<file path="config.mk">
export PLATFORM = sky130hd
export DESIGN_NAME = lst_timing
export DESIGN_NICKNAME = d
export VERILOG_FILES = /design/src/lst_pkg.sv /design/src/lst_shift.sv /design/src/lst_timing.sv
export SDC_FILE = /design/constraint.sdc
export NUM_CORES = 1
export LEC_CHECK = 0
export BUFFER_PORTS_ARGS = -buffer_cell sky130_fd_sc_hd__buf_4
export CAP_MARGIN = 20
export CORE_MARGIN = 2
export CORE_UTILIZATION = 44
export CTS_CLUSTER_SIZE = 14
export DETAILED_ROUTE_END_ITERATION = 7
export PLACE_DENSITY_LB_ADDON = 0.05
export SYNTH_ARGS = -nofsm -noshare
export SYNTH_HDL_FRONTEND = slang
export SYNTH_HIERARCHICAL = 1
export SYNTH_SLANG_ARGS = --single-unit
</file>
<file path="constraint.sdc">
create_clock -name clock -period 2.4 [get_ports clock]
set_clock_uncertainty 0.05 [all_clocks]
set_input_delay 0 -clock clock [delete_from_list [all_inputs] [get_ports clock]]
set_output_delay 0 -clock clock [all_outputs]
set_load 0.005 [all_outputs]
</file>
<file path="src/lst_pkg.sv">
package lst_pkg;
	// ==========================================
	// clock and cycle timing
	localparam int CRYSTAL_KHZ = 30208;
	localparam int CYCLE_KHZ = 256;
	localparam int SAMPLE_PERIOD_NS = 4000;
	localparam int CYCLE_CLOCKS = CRYSTAL_KHZ / CYCLE_KHZ;
	localparam int INSTR_CLOCKS = 2;
	localparam int INSTR_PER_CYCLE = CYCLE_CLOCKS / INSTR_CLOCKS;
	localparam int RX_BIT_CLOCKS = 4;
	localparam int TX_BIT_CLOCKS = 2;
	localparam int SAMPLE_BITS = 16;
	localparam int RX_WINDOW = SAMPLE_BITS * RX_BIT_CLOCKS;
	localparam int TX_WINDOW = 2 * SAMPLE_BITS * TX_BIT_CLOCKS;
	localparam logic [6:0] CYC_LAST = 7'(CYCLE_CLOCKS - 1);
	localparam logic [6:0] CYC_RX_END = 7'(RX_WINDOW);
	localparam logic [6:0] CYC_TX_END = 7'(TX_WINDOW);
	localparam logic [6:0] CYC_ZERO = 7'h00;
	localparam logic [4:0] TX_SPLIT = 5'(SAMPLE_BITS);
	// ==========================================
	// multiplexing
	localparam int AUX_INPUTS = 4;
	localparam int SLOW_OUTPUTS = 8;
	// ==========================================
	// host write port decode
	localparam logic [3:0] HOST_ADDR_MODE = 4'h0;
	localparam logic [3:0] HOST_ADDR_AUX_CFG = 4'h1;
	localparam logic [7:0] CFG_MODE_RESET = 8'h00;
	localparam logic [7:0] CFG_AUX_RESET = 8'h00;
	localparam int CFG_EXT_REF_BIT = 0;
	// ==========================================
	// phase comparator states
	typedef enum logic [1:0] {
		LST_PD_IDLE = 2'b00,
		LST_PD_UP = 2'b01,
		LST_PD_DOWN = 2'b10
	} lst_pd_state_t;
endpackage : lst_pkg

</file>
<file path="src/lst_shift.sv">
module lst_shift import lst_pkg::*; #(
	parameter int WIDTH = 8
) (
	input wire logic clock,
	input wire logic srst,
	input wire logic load,
	input wire logic [WIDTH-1:0] load_data,
	input wire logic shift,
	input wire logic sin,
	output logic sout,
	output logic [WIDTH-1:0] word_q
);
	// ==========================================
	// shift register, parallel load wins over shift
	always_ff @(posedge clock) begin
		if (srst) begin
			word_q <= '0;
		end else if (load) begin
			word_q <= load_data;
		end else if (shift) begin
			word_q <= {word_q[WIDTH-2:0], sin};
		end
	end

	assign sout = word_q[WIDTH-1];
endmodule : lst_shift

</file>
<file path="src/lst_timing.sv">
// Functional notes
// - internal mode selects the fixed crystal as the whole board clock.
// - 256 kHz converter cycle, 59 two-clock instructions per cycle.
// - external mode switches the system clock to the VCO.
// - phase comparator: conditioned external reference versus sine square wave steers VCO.
// - all converter clocks and mux selects come from the system clock.
// - main samples go to receive port; aux samples into two shift registers.
// - both converter inputs deliver one new sample every cycle.
// - four DAC output values delivered every cycle, one per channel.
// - serial transmit port sends one channel of each DAC per cycle.
// - transmit port clocks at twice the receive bit rate.
// - other DAC channels loaded through two parallel-to-serial registers.
// - sine, X, Y channels; fourth channel cycles through eight slow outputs.
// - sine sample computed every cycle goes to the sine DAC channel.
// - host bus buffers enabled only while host writes this board.
// - host configuration held in latches; decoder makes chip selects and strobes.
// - converter channels sample together; each aux input converted every fourth cycle.
module lst_timing import lst_pkg::*; #(
	parameter int WIDTH = SAMPLE_BITS
) (
	input wire logic clock,
	input wire logic srst,
	input wire logic ext_ref_in,
	input wire logic sine_square_in,
	input wire logic adc_main_sdata,
	input wire logic adc_aux_sdata,
	input wire logic proc_tx_sdata,
	input wire logic proc_wr,
	input wire logic proc_wr_dac,
	input wire logic [WIDTH-1:0] proc_wdata,
	input wire logic host_sel,
	input wire logic host_write,
	input wire logic [3:0] host_addr,
	input wire logic [7:0] host_data,
	output logic clk_sel_vco_q,
	output logic cycle_tick_q,
	output logic instr_tick_q,
	output logic adc_convert_q,
	output logic adc_clock_q,
	output logic [1:0] aux_in_sel_q,
	output logic proc_rx_clock_q,
	output logic proc_rx_frame_q,
	output logic proc_rx_data_q,
	output logic proc_tx_clock_q,
	output logic [WIDTH-1:0] aux_word_q,
	output logic [1:0] aux_word_index_q,
	output logic aux_ready_q,
	output logic dac_sclk_q,
	output logic dac_load_q,
	output logic dac_a_sdata_q,
	output logic dac_b_sdata_q,
	output logic dac_a2_sdata_q,
	output logic dac_b2_sdata_q,
	output logic [2:0] slow_sel_q,
	output logic pll_up_q,
	output logic pll_down_q,
	output logic host_buf_en_q,
	output logic [7:0] cfg_mode_q,
	output logic [7:0] cfg_aux_q,
	output logic [15:0] host_strobe_q
);
	// ==========================================
	// cycle divider
	logic [6:0] cyc_q;
	logic rx_bit;
	logic tx_bit;
	logic [4:0] tx_idx;

	always_ff @(posedge clock) begin
		if (srst || cyc_q == CYC_LAST) begin
			cyc_q <= CYC_ZERO;
		end else begin
			cyc_q <= cyc_q + 7'h01;
		end
	end

	always_ff @(posedge clock) begin
		if (srst) begin
			cycle_tick_q <= 1'b0;
			instr_tick_q <= 1'b0;
		end else begin
			cycle_tick_q <= (cyc_q == CYC_LAST);
			instr_tick_q <= cyc_q[0];
		end
	end

	assign rx_bit = (cyc_q < CYC_RX_END) && (cyc_q[1:0] == 2'h3);
	assign tx_bit = (cyc_q < CYC_TX_END) && cyc_q[0];
	assign tx_idx = cyc_q[5:1];

	// ==========================================
	// converter clocks and selects
	always_ff @(posedge clock) begin
		if (srst) begin
			adc_convert_q <= 1'b0;
			adc_clock_q <= 1'b0;
			proc_rx_clock_q <= 1'b0;
			proc_rx_frame_q <= 1'b0;
			proc_rx_data_q <= 1'b0;
			proc_tx_clock_q <= 1'b0;
			dac_sclk_q <= 1'b0;
			dac_load_q <= 1'b0;
		end else begin
			adc_convert_q <= (cyc_q == CYC_LAST);
			adc_clock_q <= (cyc_q < CYC_RX_END) && cyc_q[1];
			proc_rx_clock_q <= (cyc_q < CYC_RX_END) && cyc_q[1];
			proc_rx_frame_q <= (cyc_q == CYC_LAST);
			proc_rx_data_q <= adc_main_sdata;
			proc_tx_clock_q <= (cyc_q < CYC_TX_END) && !cyc_q[0];
			dac_sclk_q <= (cyc_q < CYC_TX_END) && !cyc_q[0];
			dac_load_q <= (cyc_q == CYC_TX_END);
		end
	end

	always_ff @(posedge clock) begin
		if (srst) begin
			aux_in_sel_q <= 2'h0;
			slow_sel_q <= 3'h0;
		end else if (cyc_q == CYC_LAST) begin
			aux_in_sel_q <= aux_in_sel_q + 2'h1;
			slow_sel_q <= slow_sel_q + 3'h1;
		end
	end

	// ==========================================
	// aux serial-to-parallel pair
	logic aux_lo_out;
	logic [WIDTH/2-1:0] aux_lo;
	logic [WIDTH/2-1:0] aux_hi;

	lst_shift #(.WIDTH(WIDTH/2)) u_aux_lo (
		.clock(clock),
		.srst(srst),
		.load(1'b0),
		.load_data('0),
		.shift(rx_bit),
		.sin(adc_aux_sdata),
		.sout(aux_lo_out),
		.word_q(aux_lo)
	);

	lst_shift #(.WIDTH(WIDTH/2)) u_aux_hi (
		.clock(clock),
		.srst(srst),
		.load(1'b0),
		.load_data('0),
		.shift(rx_bit),
		.sin(aux_lo_out),
		.sout(),
		.word_q(aux_hi)
	);

	always_ff @(posedge clock) begin
		if (srst) begin
			aux_word_q <= '0;
			aux_word_index_q <= 2'h0;
			aux_ready_q <= 1'b0;
		end else begin
			aux_ready_q <= (cyc_q == CYC_RX_END);
			if (cyc_q == CYC_RX_END) begin
				aux_word_q <= {aux_hi, aux_lo};
				aux_word_index_q <= aux_in_sel_q - 2'h1;
			end
		end
	end

	// ==========================================
	// dac outputs
	logic [WIDTH-1:0] par_a_q;
	logic [WIDTH-1:0] par_b_q;
	logic par_a_out;
	logic par_b_out;
	logic par_shift;

	always_ff @(posedge clock) begin
		if (srst) begin
			par_a_q <= '0;
			par_b_q <= '0;
		end else if (proc_wr) begin
			if (proc_wr_dac) begin
				par_b_q <= proc_wdata;
			end else begin
				par_a_q <= proc_wdata;
			end
		end
	end

	assign par_shift = tx_bit && (tx_idx < TX_SPLIT);

	lst_shift #(.WIDTH(WIDTH)) u_par_a (
		.clock(clock),
		.srst(srst),
		.load(cyc_q == CYC_LAST),
		.load_data(par_a_q),
		.shift(par_shift),
		.sin(1'b0),
		.sout(par_a_out),
		.word_q()
	);

	lst_shift #(.WIDTH(WIDTH)) u_par_b (
		.clock(clock),
		.srst(srst),
		.load(cyc_q == CYC_LAST),
		.load_data(par_b_q),
		.shift(par_shift),
		.sin(1'b0),
		.sout(par_b_out),
		.word_q()
	);

	// serial port: first word sine to dac a, second word Y to dac b
	always_ff @(posedge clock) begin
		if (srst) begin
			dac_a_sdata_q <= 1'b0;
			dac_b_sdata_q <= 1'b0;
			dac_a2_sdata_q <= 1'b0;
			dac_b2_sdata_q <= 1'b0;
		end else begin
			if (tx_bit && tx_idx < TX_SPLIT) begin
				dac_a_sdata_q <= proc_tx_sdata;
				dac_a2_sdata_q <= par_a_out;
				dac_b2_sdata_q <= par_b_out;
			end
			if (tx_bit && tx_idx >= TX_SPLIT) begin
				dac_b_sdata_q <= proc_tx_sdata;
			end
		end
	end

	// ==========================================
	// phase comparator
	logic [1:0] ref_sync_q;
	logic [1:0] sq_sync_q;
	logic ref_d_q;
	logic sq_d_q;
	logic ref_rise;
	logic sq_rise;
	lst_pd_state_t pd_q;

	always_ff @(posedge clock) begin
		if (srst) begin
			ref_sync_q <= 2'b00;
			sq_sync_q <= 2'b00;
			ref_d_q <= 1'b0;
			sq_d_q <= 1'b0;
		end else begin
			ref_sync_q <= {ref_sync_q[0], ext_ref_in};
			sq_sync_q <= {sq_sync_q[0], sine_square_in};
			ref_d_q <= ref_sync_q[1];
			sq_d_q <= sq_sync_q[1];
		end
	end

	assign ref_rise = ref_sync_q[1] && !ref_d_q;
	assign sq_rise = sq_sync_q[1] && !sq_d_q;

	always_ff @(posedge clock) begin
		if (srst) begin
			pd_q <= LST_PD_IDLE;
		end else begin
			case (pd_q)
				LST_PD_IDLE: begin
					if (ref_rise && !sq_rise) begin
						pd_q <= LST_PD_UP;
					end else if (sq_rise && !ref_rise) begin
						pd_q <= LST_PD_DOWN;
					end
				end
				LST_PD_UP: begin
					if (sq_rise) begin
						pd_q <= LST_PD_IDLE;
					end
				end
				LST_PD_DOWN: begin
					if (ref_rise) begin
						pd_q <= LST_PD_IDLE;
					end
				end
				default: begin
					pd_q <= LST_PD_IDLE;
				end
			endcase
		end
	end

	always_ff @(posedge clock) begin
		if (srst) begin
			pll_up_q <= 1'b0;
			pll_down_q <= 1'b0;
		end else begin
			pll_up_q <= (pd_q == LST_PD_UP);
			pll_down_q <= (pd_q == LST_PD_DOWN);
		end
	end

	// ==========================================
	// host write port
	logic [1:0] sel_sync_q;
	logic [1:0] wr_sync_q;
	logic [3:0] addr_s1_q;
	logic [3:0] addr_s2_q;
	logic [7:0] data_s1_q;
	logic [7:0] data_s2_q;
	logic wr_d_q;
	logic host_take;

	always_ff @(posedge clock) begin
		if (srst) begin
			sel_sync_q <= 2'b00;
			wr_sync_q <= 2'b00;
			addr_s1_q <= 4'h0;
			addr_s2_q <= 4'h0;
			data_s1_q <= 8'h00;
			data_s2_q <= 8'h00;
			wr_d_q <= 1'b0;
		end else begin
			sel_sync_q <= {sel_sync_q[0], host_sel};
			wr_sync_q <= {wr_sync_q[0], host_write};
			addr_s1_q <= host_addr;
			addr_s2_q <= addr_s1_q;
			data_s1_q <= host_data;
			data_s2_q <= data_s1_q;
			wr_d_q <= wr_sync_q[1] && sel_sync_q[1];
		end
	end

	assign host_take = wr_sync_q[1] && sel_sync_q[1] && !wr_d_q;

	always_ff @(posedge clock) begin
		if (srst) begin
			host_buf_en_q <= 1'b0;
		end else begin
			host_buf_en_q <= wr_sync_q[1] && sel_sync_q[1];
		end
	end

	always_ff @(posedge clock) begin
		if (srst) begin
			cfg_mode_q <= CFG_MODE_RESET;
			cfg_aux_q <= CFG_AUX_RESET;
		end else if (host_take) begin
			if (addr_s2_q == HOST_ADDR_MODE) begin
				cfg_mode_q <= data_s2_q;
			end
			if (addr_s2_q == HOST_ADDR_AUX_CFG) begin
				cfg_aux_q <= data_s2_q;
			end
		end
	end

	always_ff @(posedge clock) begin
		if (srst) begin
			host_strobe_q <= 16'h0000;
		end else begin
			host_strobe_q <= host_take ? (16'h0001 << addr_s2_q) : 16'h0000;
		end
	end

	// ==========================================
	// clock source select
	always_ff @(posedge clock) begin
		if (srst) begin
			clk_sel_vco_q <= 1'b0;
		end else begin
			clk_sel_vco_q <= cfg_mode_q[CFG_EXT_REF_BIT];
		end
	end
endmodule : lst_timing

</file>
Word-level counts from Yosys, hierarchy flattened --
Cells that the tools add are included.
Word-level totals: bits in registers 192, bits of input ports 39, output and inout port bits 74
Cells by class: multiplexer cells 9, order comparisons 3, reduce and logical (&&, ||, !) cells 28, add/sub/neg operators 4, bitwise logic cells 2, eq/ne operators 9, shift operators 1
Operators with widths (number):
- two-way mux 16 bit | 4
- left shift 1 x 4 -> 16 bit (first input constant) | 1
- equality test 7 bit (second input constant) | 2
- logical AND 1 bit | 12
- two-way mux 2 bit | 4
- AND reduction 2 bit | 4
- adder 7 x 1 -> 7 bit (second input constant) | 1
- < comparator 7 bit (second input constant) | 1
- zero test 1 bit | 6
- case mux 2 bit (3 select lines) | 1
- >= comparator 5 bit (second input constant) | 1
- < comparator 5 bit (second input constant) | 1
- equality test 2 bit (second input constant) | 2
- equality test 4 x 1 -> 1 bit (second input constant) | 1
- zero test 4 bit | 1
- inequality test 2 bit (second input constant) | 2
- adder 3 x 1 -> 3 bit (second input constant) | 1
- inequality test 3 bit (second input constant) | 1
- AND reduction 3 bit | 1
- adder 2 x 1 -> 2 bit (second input constant) | 1
- equality test 2 x 1 -> 1 bit (second input constant) | 1
- zero test 2 bit | 1
- NOT 1 bit | 2
- nonzero test 2 bit | 1
- 3 further kinds | 3

Longest topological paths before layout --
Gate-level depths: netlist of run 1.
word-level depth 7, mapped depth 8, gate-level depth less buffers 7

Modules after synthesis --
The synthesis of run 1 kept the hierarchy.
Modules (own cells, without submodules):
- lst_timing | cells each 520, area an instance 4972.3 sq um, instances 1, seq. area each 2882.8 sq um
- lst_shift at u_par_a ... | cells each 72, area an instance 813.3 sq um, instances 2, seq. area each 320.3 sq um
- lst_shift at u_aux_hi ... | cells each 36, area an instance 376.6 sq um, instances 2, seq. area each 160.2 sq um

Least setup slack after synthesis of run 1 --
No wires, ideal clock.
path type register -> register, start point reg cyc_q[0], end point reg u_par_a.word_q[10], setup slack 0.500 ns, path buffers 1, data required time 2.271 ns, stages on the path, launching flop included 8, arrival 1.770 ns, period minus slack after synthesis 1.900 ns, library setup time 0.079 ns, path through dfxtp_1 ha_1 nand2_1 or2_2 clkinv_1 inv_1 buf_4 a211oi_2
On the way: cells in the longest elaborated chain, start to end 4, elaborated cells on any way between the ends 6, those cells by class 1 x order compare; 1 x eq/ne; 1 x mux; 3 x reduce/logical
RTL lines:
- from (decl) | RTL line lst_timing.sv:64 | logic [6:0] cyc_q;
- from (signal assigned) | RTL line lst_timing.sv:73 | cyc_q <= cyc_q + 7'h01;
- < comparator 7 bit | RTL line lst_timing.sv:88 | assign tx_bit = (cyc_q < CYC_TX_END) && cyc_q[0];
- logical AND 1 bit | RTL line lst_timing.sv:88
- logical AND 1 bit | RTL line lst_timing.sv:188 | assign par_shift = tx_bit && (tx_idx < TX_SPLIT);
- nonzero test 2 bit (no source line)
- to (signal assigned) | RTL line lst_shift.sv:19 | word_q <= load_data;
- to (signal assigned) | RTL line lst_shift.sv:21 | word_q <= {word_q[WIDTH-2:0], sin};
- to (decl) | RTL line lst_shift.sv:11 | output logic [WIDTH-1:0] word_q
Several ways; a longest one is shown, not always the timed one. A chain may end at the register's enable or synchronous reset.

Worst setup path after layout of run 1 --
start point reg cyc_q[1], end point reg u_par_a.word_q[2]
Same word-level chain as after synthesis.

==> out/summary.log, run 1 <==
INFO  job            max_cap_violations=0
INFO  yosys          syn_area=7340um^2
INFO  setup_path     worstSetupStartpointType=flop
INFO  setup_path     required_time_of_the_critical_path=2.68ns
INFO  finish         fin_nets=970
INFO  timing         hold_ws=0.122ns
INFO  clocking       max-clock-path-buffers=2
INFO  global_routing grt_start_max_net_pins=103
INFO  timing         hold_viol=0
INFO  hold_path      worst_hold_path_type=input port to flop
INFO  placed_design  dp_area=8420um^2
INFO  setup_path     worst_ep_arrival_time=2.34ns
INFO  yosys          syn-mean-instance-area=10.0um^2
INFO  floorplan      coreArea=16,500um^2
INFO  setup_path     endpoint_kind=flop
INFO  timing         max-slew-margin-rel=60.1%
INFO  clocking       post_cts_clock_slew_at_the_launch_and_capture_registers_of_the_worst_setup_and_hold_paths=0.07ns
INFO  global_routing aggregate_global_routing_overflow=0
INFO  routing        route.antenna.remaining_nets=0
INFO  finish         multiInputGateArea=3280um^2
INFO  yosys          synth_cells=734
INFO  finish         ff_latch_area=3840um^2
INFO  global_routing global_route.usage.total=17.3%
INFO  pwr            p_seq_share=50.9%
INFO  placed_design  gpl.final_weighted_congestion=0.814
INFO  finish         relative_area_change_from_synthesis_to_final_layout=31.4%
INFO  global_routing antenna_found_initial=0
INFO  timing         tns=0ns
INFO  floorplan      die_area=17,700um^2
INFO  finish         n_fill_cell=1,444
INFO  routing        remaining_drc_errors=0
INFO  pwr            pwr-share-comb=7.2%
INFO  floorplan      dieWidth=133um
INFO  floorplan      floorplan.rows=47
INFO  yosys          warnings_from_yosys=6
INFO  global_routing first_pass_grt_wire_length=25,100um
INFO  timing         timing.final.ws_setup=0.349ns
INFO  routing        dr.pass1.iters=4
INFO  routing        initialDrtViolationCount=273
INFO  placed_design  port_buffers=112
INFO  setup_path     crit_fanout=16
INFO  pwr            total_leakage_power=3.91nW
INFO  timing         final_setup_violation_count=0
INFO  placed_design  worst_slack_after_detailed_placement=0.192ns
INFO  clocking       cts_sinks=192
INFO  timing         layout_min_cycle_time=2.05ns
INFO  floorplan      io-pin-count=113
INFO  run_status     status=completed
INFO  placed_design  dpl.hpwl=9780um
INFO  pwr            switching_share=23.9%
INFO  clocking       cts_root_buf=sky130_fd_sc_hd__clkbuf_16
INFO  pwr            ir_worst_vdd=0.545mV
INFO  setup_path     path_class=flop to flop
INFO  routing        wl_per_instance=12.9um
INFO  finish         drive_gt1_share=20.6%
INFO  clocking       clock_tree.htree_level_count=4
INFO  timing         final_max_slew_viol_count=0
INFO  clocking       clk_latency=0.43ns
INFO  routing        via_per_inst=4.68
INFO  floorplan      die_h=133um
INFO  finish         num_antenna_cells=0
INFO  timing         fmaxAchievable=488MHz
INFO  finish         fin_area=9640um^2
INFO  clocking       tritoncts=yes
INFO  clocking       tritoncts.num_buffers=17
INFO  global_routing grt_pass1_vias=5,315
INFO  timing         worst-slew-pin-transition=0.598ns
INFO  floorplan      floorplan.initialDensity=44.6%
INFO  pwr            power.net_switching=1.56mW
INFO  timing         min_period_over_period=85.5%
INFO  pwr            power_density=678nW/um^2
INFO  routing        vias=5,419
INFO  timing         grt_setup_unrepaired=no
INFO  pwr            fraction_of_power_consumed_by_the_clock_network=42.0%
INFO  finish         utilization=58.6%
INFO  pwr            intPower=4.98mW
INFO  routing        totalWireLength=15,000um
==> final timing paths <==
kind	start	endpoint	slack [ns]	cells past startpoint
min	proc_wr	par_a_q[12]	0.12	5
min reg2reg	ref_sync_q[0]	ref_sync_q[1]	0.39	1
max reg2reg	cyc_q[1]	u_par_a/word_q[2]	0.35	8
max	cyc_q[1]	u_par_a/word_q[2]	0.35	8
==> power by group through the flow <==
| stage | clock network (mW) | registers, mW | logic [mW] |
|---|---|---|---|
| floorplan | 0 | 3.38 | 0.289 |
| global placement | 0 | 3.40 | 0.384 |
| detailed placement | 0 | 3.40 | 0.389 |
| CTS | 2.81 | 3.32 | 0.469 |
| global route | 2.95 | 3.34 | 0.519 |
| finish | 2.74 | 3.32 | 0.469 |
==> through the flow <==
stage / instances / power, mW
4_1_cts: 1159 / 6.60
5_1_grt: 1159 / 6.81
6_report: 1159 / 6.54
3_5_place_dp: 1063 / 3.79
3_3_place_gp: 1063 / 3.78
2_1_floorplan: 769 / 3.67
==> area by class of cell <==
type	count	area share [%]
clock inverter	12	1.18
sequential	192	39.9
clock buffer	20	4.84
inverter	10	0.428
multi-input combinational	515	34.0
timing repair buffer	190	16.8
tap	220	2.85
==> repair_timing <==
action / CTS / global route
endpoints found under the hold margin: 70 / 0
buffers inserted: 0 / 0
hold buffers: 64 / 0
setup endpoints to repair: 0 / 5
resized for setup: 0 / 1
==> critical path, cell delays in order, from the launching register on <==
cell	delay [ns]
sky130_fd_sc_hd__dfxtp_1	0.37
sky130_fd_sc_hd__inv_1	0.10
sky130_fd_sc_hd__ha_1	0.22
sky130_fd_sc_hd__nand2_1	0.13
sky130_fd_sc_hd__or2_2	0.21
sky130_fd_sc_hd__clkinvlp_4	0.27
sky130_fd_sc_hd__buf_4	0.27
sky130_fd_sc_hd__nor2b_1	0.14
sky130_fd_sc_hd__a211oi_1	0.21
==> routing by layer <==
layer	track usage [%]	vias up	routed length [um]
met5	0	-	0
met4	5.85	0	179
met3	4.95	16	588
met2	28.9	85	7200
met1	21.7	2522	6990
li1	-	2796	-
==> cell usage in the layout, fill, tap and decap left out, drive strengths merged, types with 20 or more instances in the layout <==
cell / count
nor2: 25
a211oi: 49
buf: 126
conb: 36
nand2: 131
mux2i: 86
nor2b: 86
clkbuf: 20
a21oi: 36
dlygate4sd3: 64
dfxtp: 192
==> flip-flops by register name, summed over array words and instances, names as in the netlist, 4 cells and up <==
register and cells:
host_strobe_q 16, cfg_mode_q 8, addr_s1_q 4, data_s2_q 8
aux_word_q 16, u_aux_hi/word_q 8, u_par_b/word_q 16, cyc_q 7
addr_s2_q 4, cfg_aux_q 8, par_b_q 16, u_aux_lo/word_q 8
par_a_q 16, data_s1_q 8, u_par_a/word_q 16
(Power assumes the default switching activity.)
==> inputs of run 2 (changes only) <==
Settings changed: CORE_MARGIN 2 to default.
==> run 2 against run 1 <==
Compared with the run above:
- cell count fell by 2.8%
- sequential power hardly changed
- critical path depth decreased by 3
- largest cell class unchanged
==> out/summary.log, run 2 (synthesized netlist as in run 1, its figures left out) <==
INFO  routing        via_per_inst=4.77 [+2.0%]
INFO  clocking       clock_tree.htree_level_count=4 [unchanged]
INFO  routing        wl_per_instance=13.7um [+6.4%]
INFO  global_routing antenna_found_initial=0 [unchanged]
INFO  floorplan      dieWidth=131um [-1.5%]
INFO  clocking       cts_hold_buffers=40 [-38%]
INFO  clocking       tritoncts=yes
INFO  clocking       cts_sinks=192 [unchanged]
INFO  timing         layout_min_cycle_time=2.15ns [+0.103 ns]
INFO  placed_design  dp_area=8360um^2 [-0.71%]
INFO  clocking       tritoncts.num_buffers=17 [unchanged]
INFO  clocking       post-cts-setup-buffer-count=0 [unchanged]
INFO  setup_path     crit_fanout=16 [unchanged]
INFO  timing         timing.final.ws_setup=0.245ns [-0.103 ns]
INFO  pwr            total_leakage_power=3.77nW [-3.7%]
INFO  setup_path     required_time_of_the_critical_path=2.68ns [about the same]
INFO  clocking       clk_latency=0.43ns [about the same]
INFO  pwr            pwr-share-comb=6.7% [-0.5 points]
INFO  finish         most_frequent_cells_in_the_layout=sky130_fd_sc_hd__dfxtp_1, sky130_fd_sc_hd__nand2_1, sky130_fd_sc_hd__buf_4, sky130_fd_sc_hd__mux2i_1, sky130_fd_sc_hd__nor2b_1
INFO  hold_path      worst_hold_path_type=input port to flop
INFO  timing         hold_viol=0 [unchanged]
INFO  setup_path     path_class=flop to flop
INFO  finish         fin_area=9350um^2 [-3.1%]
INFO  pwr            ir_worst_vdd=0.496mV [-9.1%]
INFO  placed_design  dpl.hpwl=10,100um [+3.6%]
INFO  pwr            fraction_of_power_consumed_by_the_clock_network=42.5% [+0.5 points]
INFO  routing        dr.pass1.iters=4 [unchanged]
INFO  run_status     status=completed
INFO  timing         fmaxAchievable=464MHz [-4.8%]
INFO  global_routing first_pass_grt_wire_length=25,700um [+2.4%]
INFO  finish         utilization=58.2% [-0.37 points]
INFO  global_routing grt_start_max_net_pins=68 [-34%]
INFO  floorplan      die_h=131um [-1.5%]
INFO  job            max_cap_violations=0 [unchanged]
INFO  setup_path     critical_path.cell_chain=nand4b_1 -> or2_2 -> clkinv_1 -> inv_1 -> a211oi_1
INFO  timing         final_setup_violation_count=0 [unchanged]
INFO  timing         min_period_over_period=89.8% [+4.3 points]
INFO  setup_path     endpoint_kind=flop
INFO  finish         final-instance-count-excl-fill=1,127 [-2.8%]
INFO  floorplan      coreArea=16,100um^2 [-2.5%]
INFO  pwr            intPower=4.99mW [+0.22%]
INFO  finish         fin_nets=942 [-2.9%]
INFO  timing         max-slew-margin-rel=46.7% [-13 points]
INFO  routing        vias=5,373 [-0.85%]
INFO  setup_path     cpMaxStageDelayCell=sky130_fd_sc_hd__dfxtp_1
INFO  routing        remaining_drc_errors=0 [unchanged]
INFO  global_routing grt_pass1_vias=5,245 [-1.3%]
INFO  placed_design  gpl.final_weighted_congestion=0.777 [-4.5%]
INFO  pwr            switching_share=23.9% [about the same]
INFO  timing         worst-slew-pin-transition=0.799ns [+0.201 ns]
INFO  floorplan      floorplan.initialDensity=45.7% [+1.1 points]
INFO  routing        route.antenna.remaining_nets=0 [unchanged]
INFO  finish         drive_gt1_share=20.6% [+0.083 points]
INFO  global_routing aggregate_global_routing_overflow=0 [unchanged]
INFO  finish         most_common_library_cell_in_the_layout_ignoring_fill_and_taps=sky130_fd_sc_hd__dfxtp_1
INFO  timing         grt_setup_unrepaired=no
INFO  pwr            power.net_switching=1.56mW [+0.25%]
INFO  routing        totalWireLength=15,500um [+3.5%]
INFO  pwr            power_density=701nW/um^2 [+3.4%]
INFO  finish         relative_area_change_from_synthesis_to_final_layout=27.4%
INFO  clocking       max-clock-path-buffers=2 [unchanged]
INFO  pwr            p_seq_share=50.8% [about the same]
INFO  finish         num_antenna_cells=0 [unchanged]
INFO  floorplan      floorplan.rows=46 [-2.1%]
INFO  placed_design  worst_slack_after_detailed_placement=0.267ns [+0.0756 ns]
INFO  setup_path     worstSetupStartpointType=flop
INFO  floorplan      die_area=17,200um^2 [-3.0%]
INFO  placed_design  port_buffers=112 [unchanged]
INFO  timing         final_max_slew_viol_count=0 [unchanged]
INFO  pwr            power=6.55mW [+0.23%]
INFO  timing         hold_ws=0.0281ns [-0.0937 ns]
INFO  clocking       ctsResizeCount=0 [unchanged]
INFO  clocking       cts_root_buf=sky130_fd_sc_hd__clkbuf_16
INFO  clocking       post_cts_clock_slew_at_the_launch_and_capture_registers_of_the_worst_setup_and_hold_paths=0.07ns [about the same]
INFO  placed_design  number_of_instances_in_the_placed_design=1,055 [-0.75%]
INFO  routing        initialDrtViolationCount=219 [-20%]
INFO  floorplan      io-pin-count=113 [unchanged]
INFO  setup_path     worst_ep_arrival_time=2.44ns [+0.10 ns]
INFO  setup_path     crit_path_max_incr_delay=0.53ns [+0.16 ns]
INFO  global_routing global_route.usage.total=18.7% [+1.4 points]
INFO  timing         tns=0ns [unchanged]
## run 2: layout make-up
cell class | count | area (um^2)
clock buffers | 18 | 439
clock inverters | 14 | 146
fillers | 1427 | 6710
inverters | 10 | 37.5
multi-input cells | 515 | 3280
flip-flops and latches | 192 | 3840
well taps | 216 | 270
repair buffers | 162 | 1330
## run 2: worst paths after layout
| kind | slack, ns | from | endpoint | cells after the start |
|---|---|---|---|---|
| max reg2reg | 0.25 | cyc_q[6] | u_par_a/word_q[14] | 5 |
| max | 0.25 | cyc_q[6] | u_par_a/word_q[14] | 5 |
| min reg2reg | 0.39 | data_s1_q[3] | data_s2_q[3] | 1 |
| min | 0.03 | proc_wr_dac | par_a_q[6] | 5 |
## run 2: layer usage
metal	global-route usage (%)	vias to the layer above	wire, um
li1	-	2746	-
met1	22.8	2494	7090
met2	31.7	113	7410
met4	6.99	0	265
met3	4.67	20	716
met5	0	-	0
## run 2: power groups by stage
stage	Clock, mW	Sequential, mW	Combinational, mW
floorplan	0	3.38	0.289
global placement	0	3.40	0.379
detailed placement	0	3.40	0.384
CTS	2.87	3.33	0.436
global route	2.98	3.34	0.485
finish	2.78	3.33	0.440
## run 2: critical path: cells and delay by family, from the launching register on
kind	cells	cell delay [ns]
compound gates	1	0.33
buf+inv	2	0.41
flops	1	0.53
simple gates	2	0.74
